File: config.mk
export PLATFORM = sky130hd
export DESIGN_NAME = csc_core_regs
export DESIGN_NICKNAME = d
export VERILOG_FILES = /design/src/rtl/csc_core_regs.v
export VERILOG_INCLUDE_DIRS = /design/src /design/src/rtl
export SDC_FILE = /design/constraint.sdc
export NUM_CORES = 1
export LEC_CHECK = 0
export BUFFER_PORTS_ARGS = -buffer_cell sky130_fd_sc_hd__buf_2
export CAP_MARGIN = 25
export CORE_MARGIN = 2
export CORE_UTILIZATION = 43
export DETAILED_ROUTE_END_ITERATION = 7
export PLACE_DENSITY = 0.77
export SYNTH_ARGS = -nofsm -noshare
export SYNTH_HDL_FRONTEND = slang
export SYNTH_SLANG_ARGS = --single-unit
export TNS_END_PERCENT = 5
File: constraint.sdc
create_clock -name mclk_in -period 0.8 [get_ports mclk_in]
set_input_delay 0.16 -clock mclk_in [delete_from_list [all_inputs] [get_ports mclk_in]]
set_output_delay 0.16 -clock mclk_in [all_outputs]
set_load 0.1 [all_outputs]
File: src/rtl/csc_regs.vh
`ifndef CSC_REGS_VH
`define CSC_REGS_VH
`define CSC_ADDR_STATUS      1'h0
`define CSC_ADDR_CONFIG      1'h1
`define CSC_ST_C             0
`define CSC_ST_Z             1
`define CSC_ST_OV            2
`define CSC_ST_N             3
`define CSC_ST_RA            4
`define CSC_ST_PRI_LO        5
`define CSC_ST_DC            8
`define CSC_ST_DA            9
`define CSC_ST_SAB           10
`define CSC_ST_OAB           11
`define CSC_ST_SB            12
`define CSC_ST_SA            13
`define CSC_ST_OB            14
`define CSC_ST_OA            15
`define CSC_CF_IF            0
`define CSC_CF_RND           1
`define CSC_CF_PSV           2
`define CSC_CF_PRI_HI        3
`define CSC_CF_ACCSEL        4
`define CSC_CF_STCLIP        5
`define CSC_CF_BCLIP         6
`define CSC_CF_ACLIP         7
`define CSC_CF_DEPTH         8
`define CSC_CF_EDT           11
`define CSC_CF_US            12
// Reset value of the eight stored config bits 7..0; store clip is on.
`define CSC_CFG_RESET        8'h20
`endif

File: src/rtl/csc_core_regs.v
// Design decisions made here: the register offsets and the plain strobed port.
`timescale 1ns/10ps
`include "csc_regs.vh"
module csc_core_regs (
   input  wire        mclk_in,
   input  wire        rst_n_in,
   input  wire        addr_in,
   input  wire [15:0] wdata_in,
   input  wire        wr_in,
   input  wire        rd_in,
   output reg  [15:0] rdata_out,
   // ALU result port: one pulse per flag-affecting operation.
   input  wire        alu_upd_in,
   input  wire        alu_byte_in,
   input  wire        alu_sub_in,
   input  wire        alu_upd_z_in,
   input  wire [15:0] alu_opa_in,
   input  wire [15:0] alu_opb_in,
   // DSP adder port: one pulse per pass, per accumulator.
   input  wire        dsp_pass_a_in,
   input  wire        dsp_pass_b_in,
   input  wire [39:0] dsp_sum_in,
   input  wire        dsp_sat_in,
   input  wire        do_active_in,
   input  wire        rep_active_in,
   input  wire [2:0]  do_depth_in,
   input  wire        nesting_disable_in,
   // Interrupt controller may load the priority on entry and return.
   input  wire        pri_load_in,
   input  wire [3:0]  pri_value_in,
   output reg  [3:0]  cpu_priority_out,
   output reg         user_irq_block_out,
   output reg         do_early_exit_out,
   output reg         dsp_mul_unsigned_out,
   output reg         acc_a_clip_enable_out,
   output reg         acc_b_clip_enable_out,
   output reg         store_clip_enable_out,
   output reg         clip_width_select_out,
   output reg         program_window_enable_out,
   output reg         rounding_select_out,
   output reg         dsp_mul_integer_out
);

   reg        c_r, z_r, ov_r, n_r, dc_r;
   reg        oa_r, ob_r, sa_r, sb_r;
   reg [2:0]  pri_lo_r;
   reg        pri_hi_r;
   reg [7:0]  cfg_r;
   reg        us_r;
   reg        c_nxt, z_nxt, ov_nxt, n_nxt, dc_nxt;
   reg [16:0] sum;
   reg [15:0] opb;
   reg [4:0]  nib;
   reg [8:0]  byt;
   reg        cin, rsign, asign, bsign, ovf_g;
   wire [15:0] status_word;
   wire [15:0] config_word;
   wire        wr_st;
   wire        wr_cf;

   assign wr_st = wr_in && (addr_in == `CSC_ADDR_STATUS);
   assign wr_cf = wr_in && (addr_in == `CSC_ADDR_CONFIG);

   // Guard bits 39..31 not all equal means overflow into the guard bits.
   always @* begin
      ovf_g = ~((&dsp_sum_in[39:31]) | ~(|dsp_sum_in[39:31]));
   end

   // ALU flags: subtract adds the complement with carry in set, so the
   // carry flags come out as active-low borrows.
   always @* begin
      opb = alu_sub_in ? ~alu_opb_in : alu_opb_in;
      cin = alu_sub_in;
      sum = {1'b0, alu_opa_in} + {1'b0, opb} + {16'h0000, cin};
      nib = {1'b0, alu_opa_in[3:0]} + {1'b0, opb[3:0]} + {4'h0, cin};
      byt = {1'b0, alu_opa_in[7:0]} + {1'b0, opb[7:0]} + {8'h00, cin};
      if (alu_byte_in) begin
         c_nxt = byt[8];
         dc_nxt = nib[4];
         rsign = byt[7];
         asign = alu_opa_in[7];
         bsign = opb[7];
         n_nxt = byt[7];
         z_nxt = (byt[7:0] == 8'h00);
      end else begin
         c_nxt = sum[16];
         dc_nxt = byt[8];
         rsign = sum[15];
         asign = alu_opa_in[15];
         bsign = opb[15];
         n_nxt = sum[15];
         z_nxt = (sum[15:0] == 16'h0000);
      end
      ov_nxt = (asign == bsign) && (rsign != asign);
   end

   // Status flags; a hardware update in the same cycle wins.
   always @(posedge mclk_in or negedge rst_n_in) begin
      if (!rst_n_in) begin
         c_r <= 1'b0;
         z_r <= 1'b0;
         ov_r <= 1'b0;
         n_r <= 1'b0;
         dc_r <= 1'b0;
         oa_r <= 1'b0;
         ob_r <= 1'b0;
         sa_r <= 1'b0;
         sb_r <= 1'b0;
         pri_lo_r <= 3'h0;
         pri_hi_r <= 1'b0;
      end else begin
         if (alu_upd_in) begin
            c_r <= c_nxt;
            dc_r <= dc_nxt;
            n_r <= n_nxt;
            ov_r <= ov_nxt;
            // Zero only clears on non-zero; it may be set by plain ops.
            if (!z_nxt) begin
               z_r <= 1'b0;
            end else if (!alu_upd_z_in) begin
               z_r <= 1'b1;
            end
         end else if (wr_st) begin
            c_r <= wdata_in[`CSC_ST_C];
            z_r <= wdata_in[`CSC_ST_Z];
            ov_r <= wdata_in[`CSC_ST_OV];
            n_r <= wdata_in[`CSC_ST_N];
            dc_r <= wdata_in[`CSC_ST_DC];
         end
         if (dsp_pass_a_in) begin
            oa_r <= ovf_g;
         end
         if (dsp_pass_b_in) begin
            ob_r <= ovf_g;
         end
         // Sticky bits: set wins; a write of zero to either the own bit
         // or the combined bit clears, a write of one is ignored.
         if (dsp_pass_a_in && dsp_sat_in) begin
            sa_r <= 1'b1;
         end else if (wr_st && (!wdata_in[`CSC_ST_SA] ||
                                !wdata_in[`CSC_ST_SAB])) begin
            sa_r <= 1'b0;
         end
         if (dsp_pass_b_in && dsp_sat_in) begin
            sb_r <= 1'b1;
         end else if (wr_st && (!wdata_in[`CSC_ST_SB] ||
                                !wdata_in[`CSC_ST_SAB])) begin
            sb_r <= 1'b0;
         end
         if (pri_load_in) begin
            pri_lo_r <= pri_value_in[2:0];
            pri_hi_r <= pri_value_in[3];
         end else begin
            if (wr_st && !nesting_disable_in) begin
               pri_lo_r <= wdata_in[7:5];
            end
            if (wr_cf && !wdata_in[`CSC_CF_PRI_HI]) begin
               pri_hi_r <= 1'b0;
            end
         end
      end
   end

   // Configuration bits other than the depth, priority and exit strobe.
   always @(posedge mclk_in or negedge rst_n_in) begin
      if (!rst_n_in) begin
         cfg_r <= `CSC_CFG_RESET;
         us_r <= 1'b0;
      end else if (wr_cf) begin
         cfg_r <= {wdata_in[7:4], 1'b0, wdata_in[2:0]};
         us_r <= wdata_in[`CSC_CF_US];
      end
   end

   assign status_word = {oa_r, ob_r, sa_r, sb_r, oa_r | ob_r,
                         sa_r | sb_r, do_active_in, dc_r,
                         pri_lo_r, rep_active_in,
                         n_r, ov_r, z_r, c_r};
   // Early exit bit is a write-only strobe and reads zero.
   assign config_word = {3'h0, us_r, 1'b0, do_depth_in,
                         cfg_r[7:4], pri_hi_r, cfg_r[2:0]};

   // Read data and registered outputs.
   always @(posedge mclk_in or negedge rst_n_in) begin
      if (!rst_n_in) begin
         rdata_out <= 16'h0000;
         cpu_priority_out <= 4'h0;
         user_irq_block_out <= 1'b0;
         do_early_exit_out <= 1'b0;
         dsp_mul_unsigned_out <= 1'b0;
         acc_a_clip_enable_out <= 1'b0;
         acc_b_clip_enable_out <= 1'b0;
         store_clip_enable_out <= 1'b1;
         clip_width_select_out <= 1'b0;
         program_window_enable_out <= 1'b0;
         rounding_select_out <= 1'b0;
         dsp_mul_integer_out <= 1'b0;
      end else begin
         rdata_out <= !rd_in ? 16'h0000 :
                      (addr_in == `CSC_ADDR_STATUS) ? status_word
                                                     : config_word;
         cpu_priority_out <= {pri_hi_r, pri_lo_r};
         user_irq_block_out <= pri_hi_r | (&pri_lo_r);
         do_early_exit_out <= wr_cf && wdata_in[`CSC_CF_EDT];
         dsp_mul_unsigned_out <= us_r;
         acc_a_clip_enable_out <= cfg_r[`CSC_CF_ACLIP];
         acc_b_clip_enable_out <= cfg_r[`CSC_CF_BCLIP];
         store_clip_enable_out <= cfg_r[`CSC_CF_STCLIP];
         clip_width_select_out <= cfg_r[`CSC_CF_ACCSEL];
         program_window_enable_out <= cfg_r[`CSC_CF_PSV];
         rounding_select_out <= cfg_r[`CSC_CF_RND];
         dsp_mul_integer_out <= cfg_r[`CSC_CF_IF];
      end
   end

endmodule

## Yosys cells after proc, flatten, opt, wreduce, memory -nomap -nowiden

Index checks and enable logic that the tools add are counted.

- $add $sub $neg: 6
- Multipliers: 0
- Divide/modulo/power cells: 0
- Order comparisons: 0
- Equality and inequality tests: 3
- Shifts and indexed selects: 0
- Multiplexer cells: 29
- Bitwise logic cells: 8
- Reduce and logical (&&, ||, !) cells: 28

Operators by type and width:

| kind | count |
|---|---|
| $mux W16 | 3 |
| $mux W1 | 24 |
| $add A16 B16 Y17 | 1 |
| $add A17 B1 Y17 | 1 |
| $logic_not A16 Y1 | 1 |
| $not A16 Y16 | 1 |
| $logic_and A1 B1 Y1 | 10 |
| $reduce_bool A2 Y1 | 5 |
| $add A8 B8 Y9 | 1 |
| $add A9 B1 Y9 | 1 |
| $reduce_and A9 Y1 | 1 |
| $reduce_or A9 Y1 | 1 |
| $logic_not A8 Y1 | 1 |
| $mux W3 | 2 |
| $add A4 B4 Y5 | 1 |
| $add A5 B1 Y5 | 1 |
| $logic_not A1 Y1 | 5 |
| $or A1 B1 Y1 | 4 |
| $ne A3 B3 Y1 const B | 1 |
| $not A1 Y1 | 3 |
| $reduce_and A3 Y1 | 1 |
| $logic_or A1 B1 Y1 | 2 |
| $reduce_and A2 Y1 | 1 |
| $eq A1 B1 Y1 | 1 |
| $ne A1 B1 Y1 | 1 |

- Flip-flop bits (word level): 51
- Latch bits: 0
- Memory bits (writable): 0
- ROM bits: 0
- Input port bits: 111
- Output and inout port bits: 30
- Word-level logic and storage cells: 99
- Memories: 0

## Longest topological paths before layout

Gate-level depths: netlist (run 1).

- Depth in word-level cells: 8
- Gate-level depth with buffers: 13
- Mapped depth without buffers: 11

## Worst setup path before layout (run 1)

Ideal clock, no wire load.

- Path kind: input port to flip-flop
- From: input port alu_sub_in
- To: register z_r
- Library setup time: 0.119 ns
- Arrival: 2.647 ns
- Data required time: 0.681 ns
- Slack: -1.966 ns
- Cell stages on the path: 12
- Path buffers: 2
- Cell sequence: buf_6 > clkbuf_1 > xor2_1 > ha_1 > a21oi_1 > inv_1 > o311ai_2 > a21oi_1 > nor4_4 > a41o_1 > a31oi_1 > o21ba_1

- Word-level cells in the longest chain between the ends: 7
- Elaborated cells between the ends (all ways): 12
- Those cells by class: 4 x add/sub; 1 x eq/ne; 4 x mux; 3 x reduce/logical

RTL lines:

| what | RTL line | source |
|---|---|---|
| from (decl) | csc_core_regs.v:15 | `input wire alu_sub_in,` |
| $mux W16 | csc_core_regs.v:72 | `opb = alu_sub_in ? ~alu_opb_in : alu_opb_in;` |
| $add A16 B16 Y17 / $add A8 B8 Y9 (equally long branches) | csc_core_regs.v:74, csc_core_regs.v:76 |  |
| $add A17 B1 Y17 / $add A9 B1 Y9 (equally long branches) | csc_core_regs.v:74, csc_core_regs.v:76 |  |
| $logic_not A16 Y1 / $logic_not A8 Y1 (equally long branches) | csc_core_regs.v:92, csc_core_regs.v:84 |  |
| $mux W1 * | csc_core_regs.v:77 | `if (alu_byte_in) begin` |
| $ne A3 B3 Y1 (no line) / $mux W1 (equally long branches) | - |  |
| $reduce_and A2 Y1 (no line) / $mux W1 (equally long branches) | - |  |
| to (signal assigned) | csc_core_regs.v:125 | `` z_r <= wdata_in[`CSC_ST_Z]; `` |
| to (decl) | csc_core_regs.v:44 | `reg c_r, z_r, ov_r, n_r, dc_r;` |

Mark *: on every way between the ends. The rest lies on a longest branch, timed or not.
A chain may end at the register's enable or synchronous reset.

## Worst setup path after layout (run 1)

Same ends and word-level chain as after synthesis.

==> impl_metrics.prom, run 1 <==
# TYPE chip_impl_metric gauge
chip_impl_metric{name="synth_seq_cells",unit=""} 51
chip_impl_metric{name="gp_congestion",unit=""} 0.956
chip_impl_info{name="crit_chain",value="buf_12 > buf_12 > xor2_4 > ha_1 > a21oi_4 > a211o_1 > a21o_4 > a211o_1 > a31oi_1 > a41o_1 > a31oi_1 > o21ba_1"} 1
chip_impl_metric{name="timing.hold.ws",unit="ps"} 74.6
chip_impl_metric{name="switching_share",unit=""} 0.384
chip_impl_metric{name="via_count",unit=""} 3203
chip_impl_metric{name="finalSetupViolCount",unit=""} 44
chip_impl_info{name="end_kind",value="register"} 1
chip_impl_metric{name="net_count_after_synthesis",unit=""} 438
chip_impl_metric{name="layout_min_cycle_time",unit="ps"} 2300
chip_impl_metric{name="timing.final.ws_setup",unit="ps"} -1500
chip_impl_metric{name="cts.sink_count",unit=""} 51
chip_impl_metric{name="async_reset_ff_frac",unit=""} 1.00
chip_impl_metric{name="core-area",unit="mm2"} 0.00718
chip_impl_metric{name="worstHoldPathCells",unit=""} 3
chip_impl_metric{name="seq_power_share",unit=""} 0.304
chip_impl_metric{name="detailed_place_hpwl",unit="mm"} 7.43
chip_impl_metric{name="maxCapViolCount",unit=""} 0
chip_impl_metric{name="via_count_of_the_first_global_routing_pass",unit=""} 3103
chip_impl_metric{name="finish.utilization",unit=""} 0.744
chip_impl_metric{name="worst_slew_margin_rel",unit=""} 0.775
chip_impl_metric{name="pin_count",unit=""} 141
chip_impl_metric{name="globalRouteTotalUtil",unit=""} 0.245
chip_impl_metric{name="post_route_drc",unit=""} 0
chip_impl_metric{name="p_per_area",unit="mW/mm2"} 1940
chip_impl_metric{name="yosysWarnings",unit=""} 0
chip_impl_metric{name="syn-instance-count",unit=""} 306
chip_impl_metric{name="width_of_the_die",unit="um"} 89.5
chip_impl_metric{name="hold_viol_final",unit=""} 0
chip_impl_metric{name="final.setup_skew",unit="ps"} 7.58
chip_impl_metric{name="r2r_slack",unit="ps"} -100
chip_impl_metric{name="finalNetCount",unit=""} 614
chip_impl_info{name="yosys-top-cells-area",value="dfrtp_1, ha_1, mux2i_1, xor2_1, nor2b_1"} 1
chip_impl_metric{name="clk_path_buf_depth",unit=""} 2
chip_impl_metric{name="synth.distinct_cells",unit=""} 60
chip_impl_metric{name="critical_path_peak_fanout",unit=""} 6
chip_impl_metric{name="power.leakage",unit="uW"} 0.00246
chip_impl_info{name="critical_path.slowest_cell",value="ha_1"} 1
chip_impl_info{name="grt_setup_unrepaired",value="true"} 1
chip_impl_info{name="min-delay-start",value="pri_value_in[0]"} 1
chip_impl_metric{name="synth_edf_count",unit=""} 0
chip_impl_metric{name="cp.depth",unit=""} 12
chip_impl_metric{name="timing_max_transition_violations_final",unit=""} 0
chip_impl_info{name="violations",value="setup timing"} 1
chip_impl_metric{name="syn_avg_cell_area",unit="um2"} 10.3
chip_impl_metric{name="yosysTopAreaCellShare",unit=""} 0.390
chip_impl_metric{name="power.clock.fraction",unit=""} 0.202
chip_impl_metric{name="row_count",unit=""} 31
chip_impl_info{name="rr_startpoint",value="ov_r"} 1
chip_impl_info{name="cpLargestDelayFamily",value="compound AO/OA/AOI/OAI gates"} 1
chip_impl_metric{name="antenna_cells_inserted",unit=""} 0
chip_impl_metric{name="buffering_stage_count_on_the_worst_path_with_inverters_included",unit=""} 2
chip_impl_metric{name="max_clock_freq",unit="MHz"} 435
chip_impl_info{name="synthDominantAreaCellType",value="dfrtp_1"} 1
chip_impl_info{name="timing.hold.worst.class",value="in -> reg"} 1
chip_impl_metric{name="areaGrowthSynthToFinish",unit="%"} 69.6
chip_impl_metric{name="routed_via_density",unit=""} 5.50
chip_impl_metric{name="1st_pass_router_iterations",unit=""} 5
chip_impl_metric{name="share_of_the_yosys_chip_area_belonging_to_registers",unit=""} 0.407
chip_impl_info{name="final_cell_mix",value="buf_2, buf_4, dfrtp_1"} 1
chip_impl_metric{name="p_sw",unit="uW"} 3970
chip_impl_metric{name="drive_gt1_frac",unit=""} 0.518
chip_impl_metric{name="combinational_fraction_of_design_power",unit=""} 0.494
chip_impl_info{name="tritoncts",value="yes"} 1
chip_impl_metric{name="place.port_buffers",unit=""} 106
chip_impl_metric{name="maximum_number_of_pins_on_one_net_before_global_route_repair",unit=""} 35
chip_impl_metric{name="finalCritPeriodShare",unit=""} 2.87
chip_impl_metric{name="clk_latency",unit="ps"} 300
chip_impl_metric{name="actual_slew_at_the_worst_max_slew_pin",unit="ps"} 333
chip_impl_metric{name="cts_inserted_buffers",unit=""} 5
chip_impl_info{name="worst-setup-path-type",value="in -> reg"} 1
chip_impl_info{name="postSynth.topFlopCell",value="dfrtp_1"} 1
chip_impl_metric{name="grt_remaining_overflow",unit=""} 0
chip_impl_metric{name="endpoint_required_time_on_the_critical_path",unit="ps"} 1000
chip_impl_info{name="outcome",value="complete, but fails checks"} 1
chip_impl_metric{name="grt_antenna_before_repair",unit=""} 0
chip_impl_info{name="worst_setup_path_start_kind",value="input pin"} 1
chip_impl_metric{name="peakVddDrop",unit="mV"} 0.856
chip_impl_metric{name="clk_pin_slew",unit="ps"} 90
chip_impl_metric{name="detail-route-antenna-nets",unit=""} 0
chip_impl_metric{name="htree_num_levels",unit=""} 2
chip_impl_metric{name="die-area",unit="mm2"} 0.00802
chip_impl_metric{name="die_y",unit="um"} 89.5
chip_impl_metric{name="grt_first_pass_wirelength",unit="mm"} 15.1
chip_impl_metric{name="max_stage_delay",unit="ps"} 290
chip_impl_metric{name="netlist_area",unit="mm2"} 0.00315
chip_impl_info{name="layout.cells.most_common",value="buf_2"} 1
chip_impl_metric{name="detail_route.wirelength",unit="mm"} 10.7
chip_impl_metric{name="route.detailed.wl_per_inst",unit="um"} 18.4
chip_impl_metric{name="detail_route.iter0.violations",unit=""} 166
chip_impl_metric{name="floorplan.initialDensity",unit=""} 0.438
chip_impl_metric{name="timing.critical_path.arrival",unit="ps"} 2490
chip_impl_metric{name="rr_worst_depth",unit=""} 3
chip_impl_info{name="cts.root.buffer_cell",value="clkbuf_8"} 1
chip_impl_info{name="critical_path.startpoint",value="alu_sub_in"} 1
chip_impl_metric{name="power.internal",unit="uW"} 6370
==> synthesized netlist by cell type (2+ instances only) <==
library cell	count
dfrtp_1	49
nand2_1	28
ha_1	20
nor2b_1	18
xor2_1	18
mux2i_1	17
a21oi_1	16
o21ai_0	11
mux2_2	9
xnor2_1	9
inv_1	8
nor2_1	8
nand3_1	6
nand4_1	6
a211oi_1	5
a31oi_1	5
clkbuf_1	5
nor3_1	5
and2_1	4
a21oi_2	3
and3_1	3
buf_2	3
o211ai_1	3
o21a_1	3
a211o_1	2
a22o_1	2
a41o_1	2
dfstp_2	2
nand2b_1	2
nor4_1	2
o221ai_1	2
o22ai_1	2
==> state kept, by name (all words and copies together), names as in the netlist, 3 cells and up <==
signal	flops
cfg_r	7
cpu_priority_out	4
pri_lo_r	3
rdata_out	16
==> area by class of cell <==
cell class / instances / area, um2
multi-input cells: 236 / 2150
fillers: 443 / 1840
repair buffers: 180 / 1620
flip-flops and latches: 51 / 1280
well taps: 99 / 124
clock buffers: 6 / 72.6
clock inverters: 2 / 60.1
inverters: 8 / 30.0
==> worst paths after layout <==
kind	end
max in group asynchronous	store_clip_enable_out
min in group asynchronous	rdata_out[7]
max	z_r
max reg2reg	ov_r
min reg2reg	store_clip_enable_out
min	pri_lo_r[0]
==> worst min-delay path, delay by kind of cell <==
family                 cells  cell delay (ps)
AO/OA/AOI/OAI              1               60
buffers and inverters      1               80
AND/OR/NAND/NOR            1               40
==> power by group through the flow <==
stage	clock network (uW)	logic, uW	registers (uW)
3_5_place_dp	0	4470	3180
4_1_cts	2110	4650	3140
5_1_grt	2230	5340	3170
6_report	2090	5110	3140
2_1_floorplan	0	1540	4200
3_3_place_gp	0	4350	3140
==> kinds of logic (layout without fill, tap and decap cells) <==
logic type	count (synthesis)	count (layout)	share of synthesized area
multiplexers	27	27	0.0907
flip-flops	51	51	0.407
XOR/XNOR	27	27	0.0752
AO/OA/AOI/OAI	71	71	0.161
buffers and inverters	19	196	0.0274
adder cells (fa/ha/maj)	21	21	0.0859
AND/OR/NAND/NOR	90	90	0.154
==> timing repair <==
item / in CTS / in global routing
gates resized for setup: 28 / 38
pin swaps: 16 / 26
hold endpoints to repair: 49 / 0
setup endpoints to repair: 46 / 52
buffers inserted: 4 / 6
cloned: 0 / 1
hold buffers: 1 / 0
==> routing by layer <==
metal  track usage  part of all wire
met5             0                 0
met1         0.294              0.38
met3        0.0351             0.069
met4        0.0624             0.016
met2         0.458              0.54
==> per-stage QoR <==
step / setup TNS (ps) / setup slack (ps) / total power [uW] / cell area (um2) / cells
final: -14330 / -1500 / 10300 / 5340 / 582
after detailed placement: -14520 / -1850 / 7650 / 4720 / 562
after CTS: -14240 / -1460 / 9900 / 5010 / 575
after global routing: -15830 / -1580 / 10700 / 5340 / 582
after floorplan: -23250 / -1640 / 5730 / 3220 / 306
after global placement: -12930 / -1780 / 7490 / 4720 / 562
Power figures use the tool's default switching activity.
==> inputs of run 2 (changes only) <==
CAP_MARGIN = 20   (was 25)
CORE_ASPECT_RATIO = 2   (was default)
==> run 2 against run 1 <==
Cell count is 0.34% lower. The flow still finishes with violations (setup timing). Global-route usage is 3.0 points lower. Non-clock buffer count increased by 5. Register-to-register slack lost 40 ps. Routed wire length is 15% lower. Largest cell class unchanged. Via count shrank 3.6%. Sequential share of layout area is 0.23 points lower. Combinational power decreased by 0.8%. Critical path depth up 1.
==> impl_metrics.prom, run 2 (same netlist as run 1, synthesis figures left out) <==
# TYPE chip_impl_metric gauge
chip_impl_metric{name="timing_max_transition_violations_final",unit=""} 0
chip_impl_metric{name="rr_worst_depth",unit=""} 3
chip_impl_metric{name="maxCapViolCount",unit=""} 0
chip_impl_metric{name="via_count",unit=""} 3087
chip_impl_metric{name="core-area",unit="mm2"} 0.00716
chip_impl_info{name="timing.rr.end",value="n_r"} 1
chip_impl_metric{name="routed_via_density",unit=""} 5.32
chip_impl_metric{name="max_stage_delay",unit="ps"} 360
chip_impl_metric{name="route.detailed.wl_per_inst",unit="um"} 15.8
chip_impl_metric{name="actual_slew_at_the_worst_max_slew_pin",unit="ps"} 352
chip_impl_metric{name="detail_route.iter0.violations",unit=""} 73
chip_impl_metric{name="finalNetCount",unit=""} 619
chip_impl_metric{name="num-fill-cells",unit=""} 493
chip_impl_info{name="registers.top_by_ff_count",value="rdata_out"} 1
chip_impl_metric{name="die-area",unit="mm2"} 0.00806
chip_impl_metric{name="areaGrowthSynthToFinish",unit="%"} 71.2
chip_impl_metric{name="maximum_number_of_pins_on_one_net_before_global_route_repair",unit=""} 52
chip_impl_info{name="critical_path.slowest_cell",value="ha_1"} 1
chip_impl_metric{name="place.port_buffers",unit=""} 106
chip_impl_metric{name="worstHoldPathCells",unit=""} 3
chip_impl_info{name="layout.cells.most_common",value="buf_2"} 1
chip_impl_metric{name="detail-route-antenna-nets",unit=""} 0
chip_impl_info{name="end_kind",value="register"} 1
chip_impl_info{name="rr_startpoint",value="n_r"} 1
chip_impl_metric{name="multi_input_area",unit="mm2"} 0.00215
chip_impl_metric{name="power.leakage",unit="uW"} 0.00247
chip_impl_metric{name="grt_first_pass_wirelength",unit="mm"} 14.0
chip_impl_metric{name="detailed_place.area",unit="mm2"} 0.00477
chip_impl_metric{name="r2r_slack",unit="ps"} -140
chip_impl_info{name="tritoncts",value="yes"} 1
chip_impl_info{name="cts.root.buffer_cell",value="clkbuf_16"} 1
chip_impl_metric{name="hold_viol_final",unit=""} 0
chip_impl_metric{name="layout.cell_area.non_filler",unit="mm2"} 0.00539
chip_impl_metric{name="globalRouteTotalUtil",unit=""} 0.215
chip_impl_info{name="biggestRegsByFlops",value="rdata_out x16, cfg_r x7, cpu_priority_out x4"} 1
chip_impl_metric{name="gp_congestion",unit=""} 0.857
chip_impl_info{name="worst_hold_endpoint",value="pri_hi_r"} 1
chip_impl_metric{name="row_count",unit=""} 44
chip_impl_metric{name="final_total_pwr",unit="uW"} 10500
chip_impl_metric{name="clk_path_buf_depth",unit=""} 2
chip_impl_metric{name="post_route_drc",unit=""} 0
chip_impl_info{name="worst_setup_path_start_kind",value="input pin"} 1
chip_impl_metric{name="antenna_cells_inserted",unit=""} 0
chip_impl_metric{name="p_per_area",unit="mW/mm2"} 1960
chip_impl_metric{name="buffering_stage_count_on_the_worst_path_with_inverters_included",unit=""} 3
chip_impl_metric{name="timing.critical_path.arrival",unit="ps"} 2480
chip_impl_metric{name="cts_inserted_buffers",unit=""} 5
chip_impl_metric{name="finalSetupViolCount",unit=""} 38
chip_impl_metric{name="detailed_place_hpwl",unit="mm"} 6.65
chip_impl_metric{name="finalCritPeriodShare",unit=""} 2.88
chip_impl_info{name="outcome",value="complete, but fails checks"} 1
chip_impl_metric{name="grt_remaining_overflow",unit=""} 0
chip_impl_metric{name="peakVddDrop",unit="mV"} 1.75
chip_impl_info{name="grt_setup_unrepaired",value="true"} 1
chip_impl_metric{name="layout_min_cycle_time",unit="ps"} 2300
chip_impl_metric{name="detail_route.wirelength",unit="mm"} 9.14
chip_impl_metric{name="die_y",unit="um"} 125
chip_impl_info{name="cpLargestDelayFamily",value="compound AO/OA/AOI/OAI gates"} 1
chip_impl_info{name="min-delay-start",value="pri_value_in[3]"} 1
chip_impl_info{name="timing.hold.worst.class",value="in -> reg"} 1
chip_impl_metric{name="drive_gt1_frac",unit=""} 0.529
chip_impl_metric{name="timing.final.ws_setup",unit="ps"} -1500
chip_impl_metric{name="clk_pin_slew",unit="ps"} 60
chip_impl_info{name="violations",value="setup timing"} 1
chip_impl_metric{name="final.setup_skew",unit="ps"} 2.31
chip_impl_metric{name="largest_register_ff_count",unit=""} 16
chip_impl_info{name="worst-setup-path-type",value="in -> reg"} 1
chip_impl_metric{name="worst_slew_margin_rel",unit=""} 0.765
chip_impl_metric{name="width_of_the_die",unit="um"} 64.5
chip_impl_metric{name="clk_latency",unit="ps"} 290
chip_impl_info{name="final_cell_mix",value="buf_2, buf_4, dfrtp_1"} 1
chip_impl_metric{name="fin_tns_setup",unit="ps"} -13120
chip_impl_metric{name="grt_antenna_before_repair",unit=""} 0
chip_impl_metric{name="1st_pass_router_iterations",unit=""} 4
chip_impl_metric{name="max_clock_freq",unit="MHz"} 434
chip_impl_metric{name="pin_count",unit=""} 141
chip_impl_metric{name="endpoint_required_time_on_the_critical_path",unit="ps"} 980
chip_impl_info{name="crit_chain",value="buf_12 > buf_12 > xor2_1 > ha_1 > buf_4 > nand2_2 > o21ai_1 > nor3_2 > a41o_1 > xor2_1 > a41o_1 > a31oi_1 > o21ba_1"} 1
chip_impl_metric{name="layout.area.seq",unit="mm2"} 0.00128
chip_impl_metric{name="via_count_of_the_first_global_routing_pass",unit=""} 3137
chip_impl_metric{name="floorplan.initialDensity",unit=""} 0.440
chip_impl_metric{name="cts.sink_count",unit=""} 51
chip_impl_metric{name="critical_path_peak_fanout",unit=""} 7
chip_impl_metric{name="htree_num_levels",unit=""} 2
chip_impl_metric{name="timing.hold.ws",unit="ps"} 76.3
run 2: cell count changes in the layout (fill, tap and decap cells not counted), sizes merged:
cell / previous run / this run
buf: 178 / 184
bufinv: 2 / 1
run 2: worst register-to-register path: cells and delay by family (launching register included):
family          cells  cell delay, ps
compound gates      2             310
flops               1             380
simple gates        1             130
run 2: how the worst max path moves through the flow:
stage	from	endpoint	slack [ps]	cells past startpoint
6_report	alu_sub_in	z_r	-1500	13
5_1_grt	alu_sub_in	z_r	-1590	13
4_1_cts	alu_sub_in	z_r	-1450	12
3_5_place_dp	alu_sub_in	z_r	-1880	13
3_3_place_gp	alu_sub_in	z_r	-1830	12
2_1_floorplan	alu_sub_in	z_r	-1640	13
run 2: repair_timing:
action,in CTS,in global routing
endpoints found under the hold margin,49,0
resized for setup,32,35
pin swaps,14,27
setup buffers,2,8
endpoints found under the setup margin,46,54
hold buffers,1,0
run 2: routing by layer:
| metal | up-vias | GRT usage | wire [um] |
|---|---|---|---|
| met2 | 132 | 0.384 | 4970 |
| li1 | 1459 | - | - |
| met4 | 0 | 0.0688 | 217 |
| met1 | 1471 | 0.249 | 3370 |
| met3 | 25 | 0.0513 | 579 |
| met5 | - | 0 | 0 |
run 2: cell type report:
cell class	count	area share
inverter	8	0.00557
clock inverter	1	0.00557
timing repair buffer	185	0.307
multi-input combinational	236	0.398
sequential	51	0.237
clock buffer	7	0.0246
tap	92	0.0214
run 2: metrics by stage:
| step | setup slack [ps] | cells | utilization |
|---|---|---|---|
| after floorplan | -1640 | 306 | - |
| after global placement | -1830 | 561 | 0.667 |
| after detailed placement | -1880 | 561 | 0.667 |
| after CTS | -1450 | 572 | 0.716 |
| after global routing | -1590 | 580 | 0.753 |
| final | -1500 | 580 | 0.753 |
run 2: report_power, final:
part / leakage (uW) / internal [uW] / switching (uW)
logic: 0.00178 / 2290 / 2780
registers: 0.000615 / 2880 / 239
clock network: 0.0000781 / 1480 / 864
total: 0.00247 / 6650 / 3880
==> inputs of run 3 (changes only) <==
RECOVER_POWER = 100   (was default)
==> run 3 against run 2 <==
The run still ends with setup timing left. Sequential power about the same. Non-clock buffer count is the same. Routed wire length decreased by 0.14%. Worst hold slack better by 2.0 ps. Flip-flop and latch count unchanged. Core utilization decreased by 0.35 points. Register-to-register slack about the same. Die area stayed put. Final area decreased by 0.46%. Clock power about the same.
==> impl_metrics.prom, run 3 (same netlist as run 1, synthesis figures left out) <==
# TYPE chip_impl_metric gauge
chip_impl_info{name="worst_setup_path_start_kind",value="input pin"} 1
chip_impl_metric{name="cts_inserted_buffers",unit=""} 5
chip_impl_metric{name="routed_via_density",unit=""} 5.29
chip_impl_metric{name="num-fill-cells",unit=""} 504
chip_impl_metric{name="timing.critical_path.arrival",unit="ps"} 2480
chip_impl_metric{name="worst_slew_margin_rel",unit=""} 0.761
chip_impl_metric{name="pin_count",unit=""} 141
chip_impl_metric{name="layout_min_cycle_time",unit="ps"} 2310
chip_impl_metric{name="clk_latency",unit="ps"} 290
chip_impl_metric{name="clk_path_buf_depth",unit=""} 2
chip_impl_metric{name="die-area",unit="mm2"} 0.00806
chip_impl_metric{name="max_stage_delay",unit="ps"} 360
chip_impl_info{name="worst-setup-path-type",value="in -> reg"} 1
chip_impl_metric{name="grt_antenna_before_repair",unit=""} 0
chip_impl_info{name="critical_path.slowest_cell",value="ha_1"} 1
chip_impl_metric{name="drive_gt1_frac",unit=""} 0.514
chip_impl_metric{name="maximum_number_of_pins_on_one_net_before_global_route_repair",unit=""} 52
chip_impl_metric{name="power.internal",unit="uW"} 6630
chip_impl_info{name="biggestRegsByFlops",value="rdata_out x16, cfg_r x7, cpu_priority_out x4"} 1
chip_impl_info{name="timing.hold.worst.class",value="in -> reg"} 1
chip_impl_metric{name="via_count",unit=""} 3068
chip_impl_metric{name="finish.cell_count_without_fillers",unit=""} 580
chip_impl_metric{name="globalRouteTotalUtil",unit=""} 0.215
chip_impl_metric{name="detailed_place_hpwl",unit="mm"} 6.65
chip_impl_metric{name="via_count_of_the_first_global_routing_pass",unit=""} 3137
chip_impl_metric{name="largest_register_ff_count",unit=""} 16
chip_impl_metric{name="endpoint_required_time_on_the_critical_path",unit="ps"} 980
chip_impl_metric{name="switching_share",unit=""} 0.368
chip_impl_metric{name="finalSetupViolCount",unit=""} 39
chip_impl_metric{name="core-area",unit="mm2"} 0.00716
chip_impl_info{name="layout.cells.most_common",value="buf_2"} 1
chip_impl_metric{name="detail_route.wirelength",unit="mm"} 9.12
chip_impl_info{name="violations",value="setup timing"} 1
chip_impl_metric{name="htree_num_levels",unit=""} 2
chip_impl_info{name="crit_chain",value="buf_12 > buf_12 > xor2_1 > ha_1 > buf_4 > nand2_2 > o21ai_1 > nor3_2 > a41o_1 > xor2_1 > a41o_1 > a31oi_1 > o21ba_1"} 1
chip_impl_metric{name="place.port_buffers",unit=""} 106
chip_impl_metric{name="p_per_area",unit="mW/mm2"} 1960
chip_impl_metric{name="gp_congestion",unit=""} 0.857
chip_impl_metric{name="die_y",unit="um"} 125
chip_impl_metric{name="hold_viol_final",unit=""} 0
chip_impl_metric{name="max_clock_freq",unit="MHz"} 434
chip_impl_metric{name="row_count",unit=""} 44
chip_impl_metric{name="width_of_the_die",unit="um"} 64.5
chip_impl_metric{name="maxCapViolCount",unit=""} 0
chip_impl_metric{name="p_sw",unit="uW"} 3870
chip_impl_metric{name="detail_route.iter0.violations",unit=""} 74
chip_impl_metric{name="route.detailed.wl_per_inst",unit="um"} 15.7
chip_impl_metric{name="timing.final.ws_setup",unit="ps"} -1510
chip_impl_metric{name="antenna_cells_inserted",unit=""} 0
chip_impl_metric{name="timing_max_transition_violations_final",unit=""} 0
chip_impl_info{name="final_cell_mix",value="buf_2, buf_4, dfrtp_1"} 1
chip_impl_info{name="grt_setup_unrepaired",value="true"} 1
chip_impl_metric{name="power.clock.fraction",unit=""} 0.222
chip_impl_metric{name="finalNetCount",unit=""} 619
chip_impl_info{name="registers.top_by_ff_count",value="rdata_out"} 1
chip_impl_metric{name="detailed_place.area",unit="mm2"} 0.00477
chip_impl_metric{name="post_route_drc",unit=""} 0
chip_impl_metric{name="detail-route-antenna-nets",unit=""} 0
chip_impl_info{name="tritoncts",value="yes"} 1
chip_impl_metric{name="fin_tns_setup",unit="ps"} -13130
chip_impl_metric{name="final.setup_skew",unit="ps"} 2.77
chip_impl_metric{name="grt_remaining_overflow",unit=""} 0
chip_impl_info{name="cts.root.buffer_cell",value="clkbuf_16"} 1
chip_impl_metric{name="areaGrowthSynthToFinish",unit="%"} 70.4
chip_impl_metric{name="post-place-cells",unit=""} 561
chip_impl_metric{name="seq_power_share",unit=""} 0.297
chip_impl_metric{name="finalCritPeriodShare",unit=""} 2.88
chip_impl_metric{name="peakVddDrop",unit="mV"} 1.74
chip_impl_metric{name="layout.cell_area.non_filler",unit="mm2"} 0.00536
chip_impl_info{name="outcome",value="complete, but fails checks"} 1
chip_impl_metric{name="grt_first_pass_wirelength",unit="mm"} 14.0
chip_impl_metric{name="critical_path_peak_fanout",unit=""} 7
chip_impl_metric{name="floorplan.initialDensity",unit=""} 0.440
chip_impl_metric{name="clk_pin_slew",unit="ps"} 60
chip_impl_metric{name="1st_pass_router_iterations",unit=""} 5
chip_impl_metric{name="combinational_fraction_of_design_power",unit=""} 0.481
chip_impl_metric{name="cts.sink_count",unit=""} 51
chip_impl_info{name="end_kind",value="register"} 1
chip_impl_metric{name="actual_slew_at_the_worst_max_slew_pin",unit="ps"} 358
chip_impl_metric{name="power.leakage",unit="uW"} 0.00245
## run 3: cell count changes in the layout (fill, tap and decap cells not counted), moves of 2 or more
cell / change
and2_0: +3
clkbuf_1: +4
buf_4: -4
and2_4: -2
## run 3: worst max-delay path: cells and delay by family
kind	cells	cell delay, ps
buf+inv	3	430
simple gates	2	450
xor+xnor	2	310
fa+ha+maj	1	360
compound gates	5	770
## run 3: path summary, 6_finish.rpt
kind	from	end	slack, ps	cells past startpoint
worst max-delay path	alu_sub_in	z_r	-1510	13
worst min-delay path	pri_value_in[3]	pri_hi_r	80	3
worst max register to register	ov_r	ov_r	-130	3
worst min register to register	cfg_r[5]	store_clip_enable_out	390	0
max in group asynchronous	rst_n_in	store_clip_enable_out	40	3
min in group asynchronous	rst_n_in	dc_r	440	3
## run 3: per-stage QoR
step,util,hold slack [ps],setup WS [ps],power (uW)
2_1_floorplan,-,-136,-1640,5730
3_3_place_gp,0.667,171,-1830,7590
3_5_place_dp,0.667,175,-1880,7680
4_1_cts,0.716,78.7,-1450,10200
5_1_grt,0.749,86.9,-1590,11000
6_report,0.749,78.3,-1510,10500
## run 3: power by group through the flow
| stage | clock network (uW) | registers (uW) | logic, uW |
|---|---|---|---|
| 6_report | 2330 | 3120 | 5050 |
| 5_1_grt | 2490 | 3140 | 5340 |
| 4_1_cts | 2370 | 3120 | 4710 |
| 3_5_place_dp | 0 | 3160 | 4520 |
| 3_3_place_gp | 0 | 3150 | 4440 |
| 2_1_floorplan | 0 | 4200 | 1540 |
## run 3: final cells by class
class	instances	area, um2	share of cell area
clock buffer	7	133	0.0247
clock inverter	1	30.0	0.00560
inverter	8	30.0	0.00560
multi-input combinational	236	2140	0.399
sequential	51	1280	0.239
tap	92	115	0.0215
timing repair buffer	185	1630	0.305
## run 3: metal layers
metal	vias up	global-route usage	wire length, um
met5	-	0	0
met4	0	0.0688	208
met3	23	0.0513	552
met2	124	0.384	4970
met1	1460	0.249	3390
li1	1461	-	-
## run 3: timing repair
action | CTS | global route
resized for setup | 32 | 35
setup buffers | 2 | 8
gates cloned | 0 | 0
endpoints found under the setup margin | 46 | 54
hold buffers | 1 | 0
hold endpoints to repair | 49 | 0
pin swaps | 14 | 27
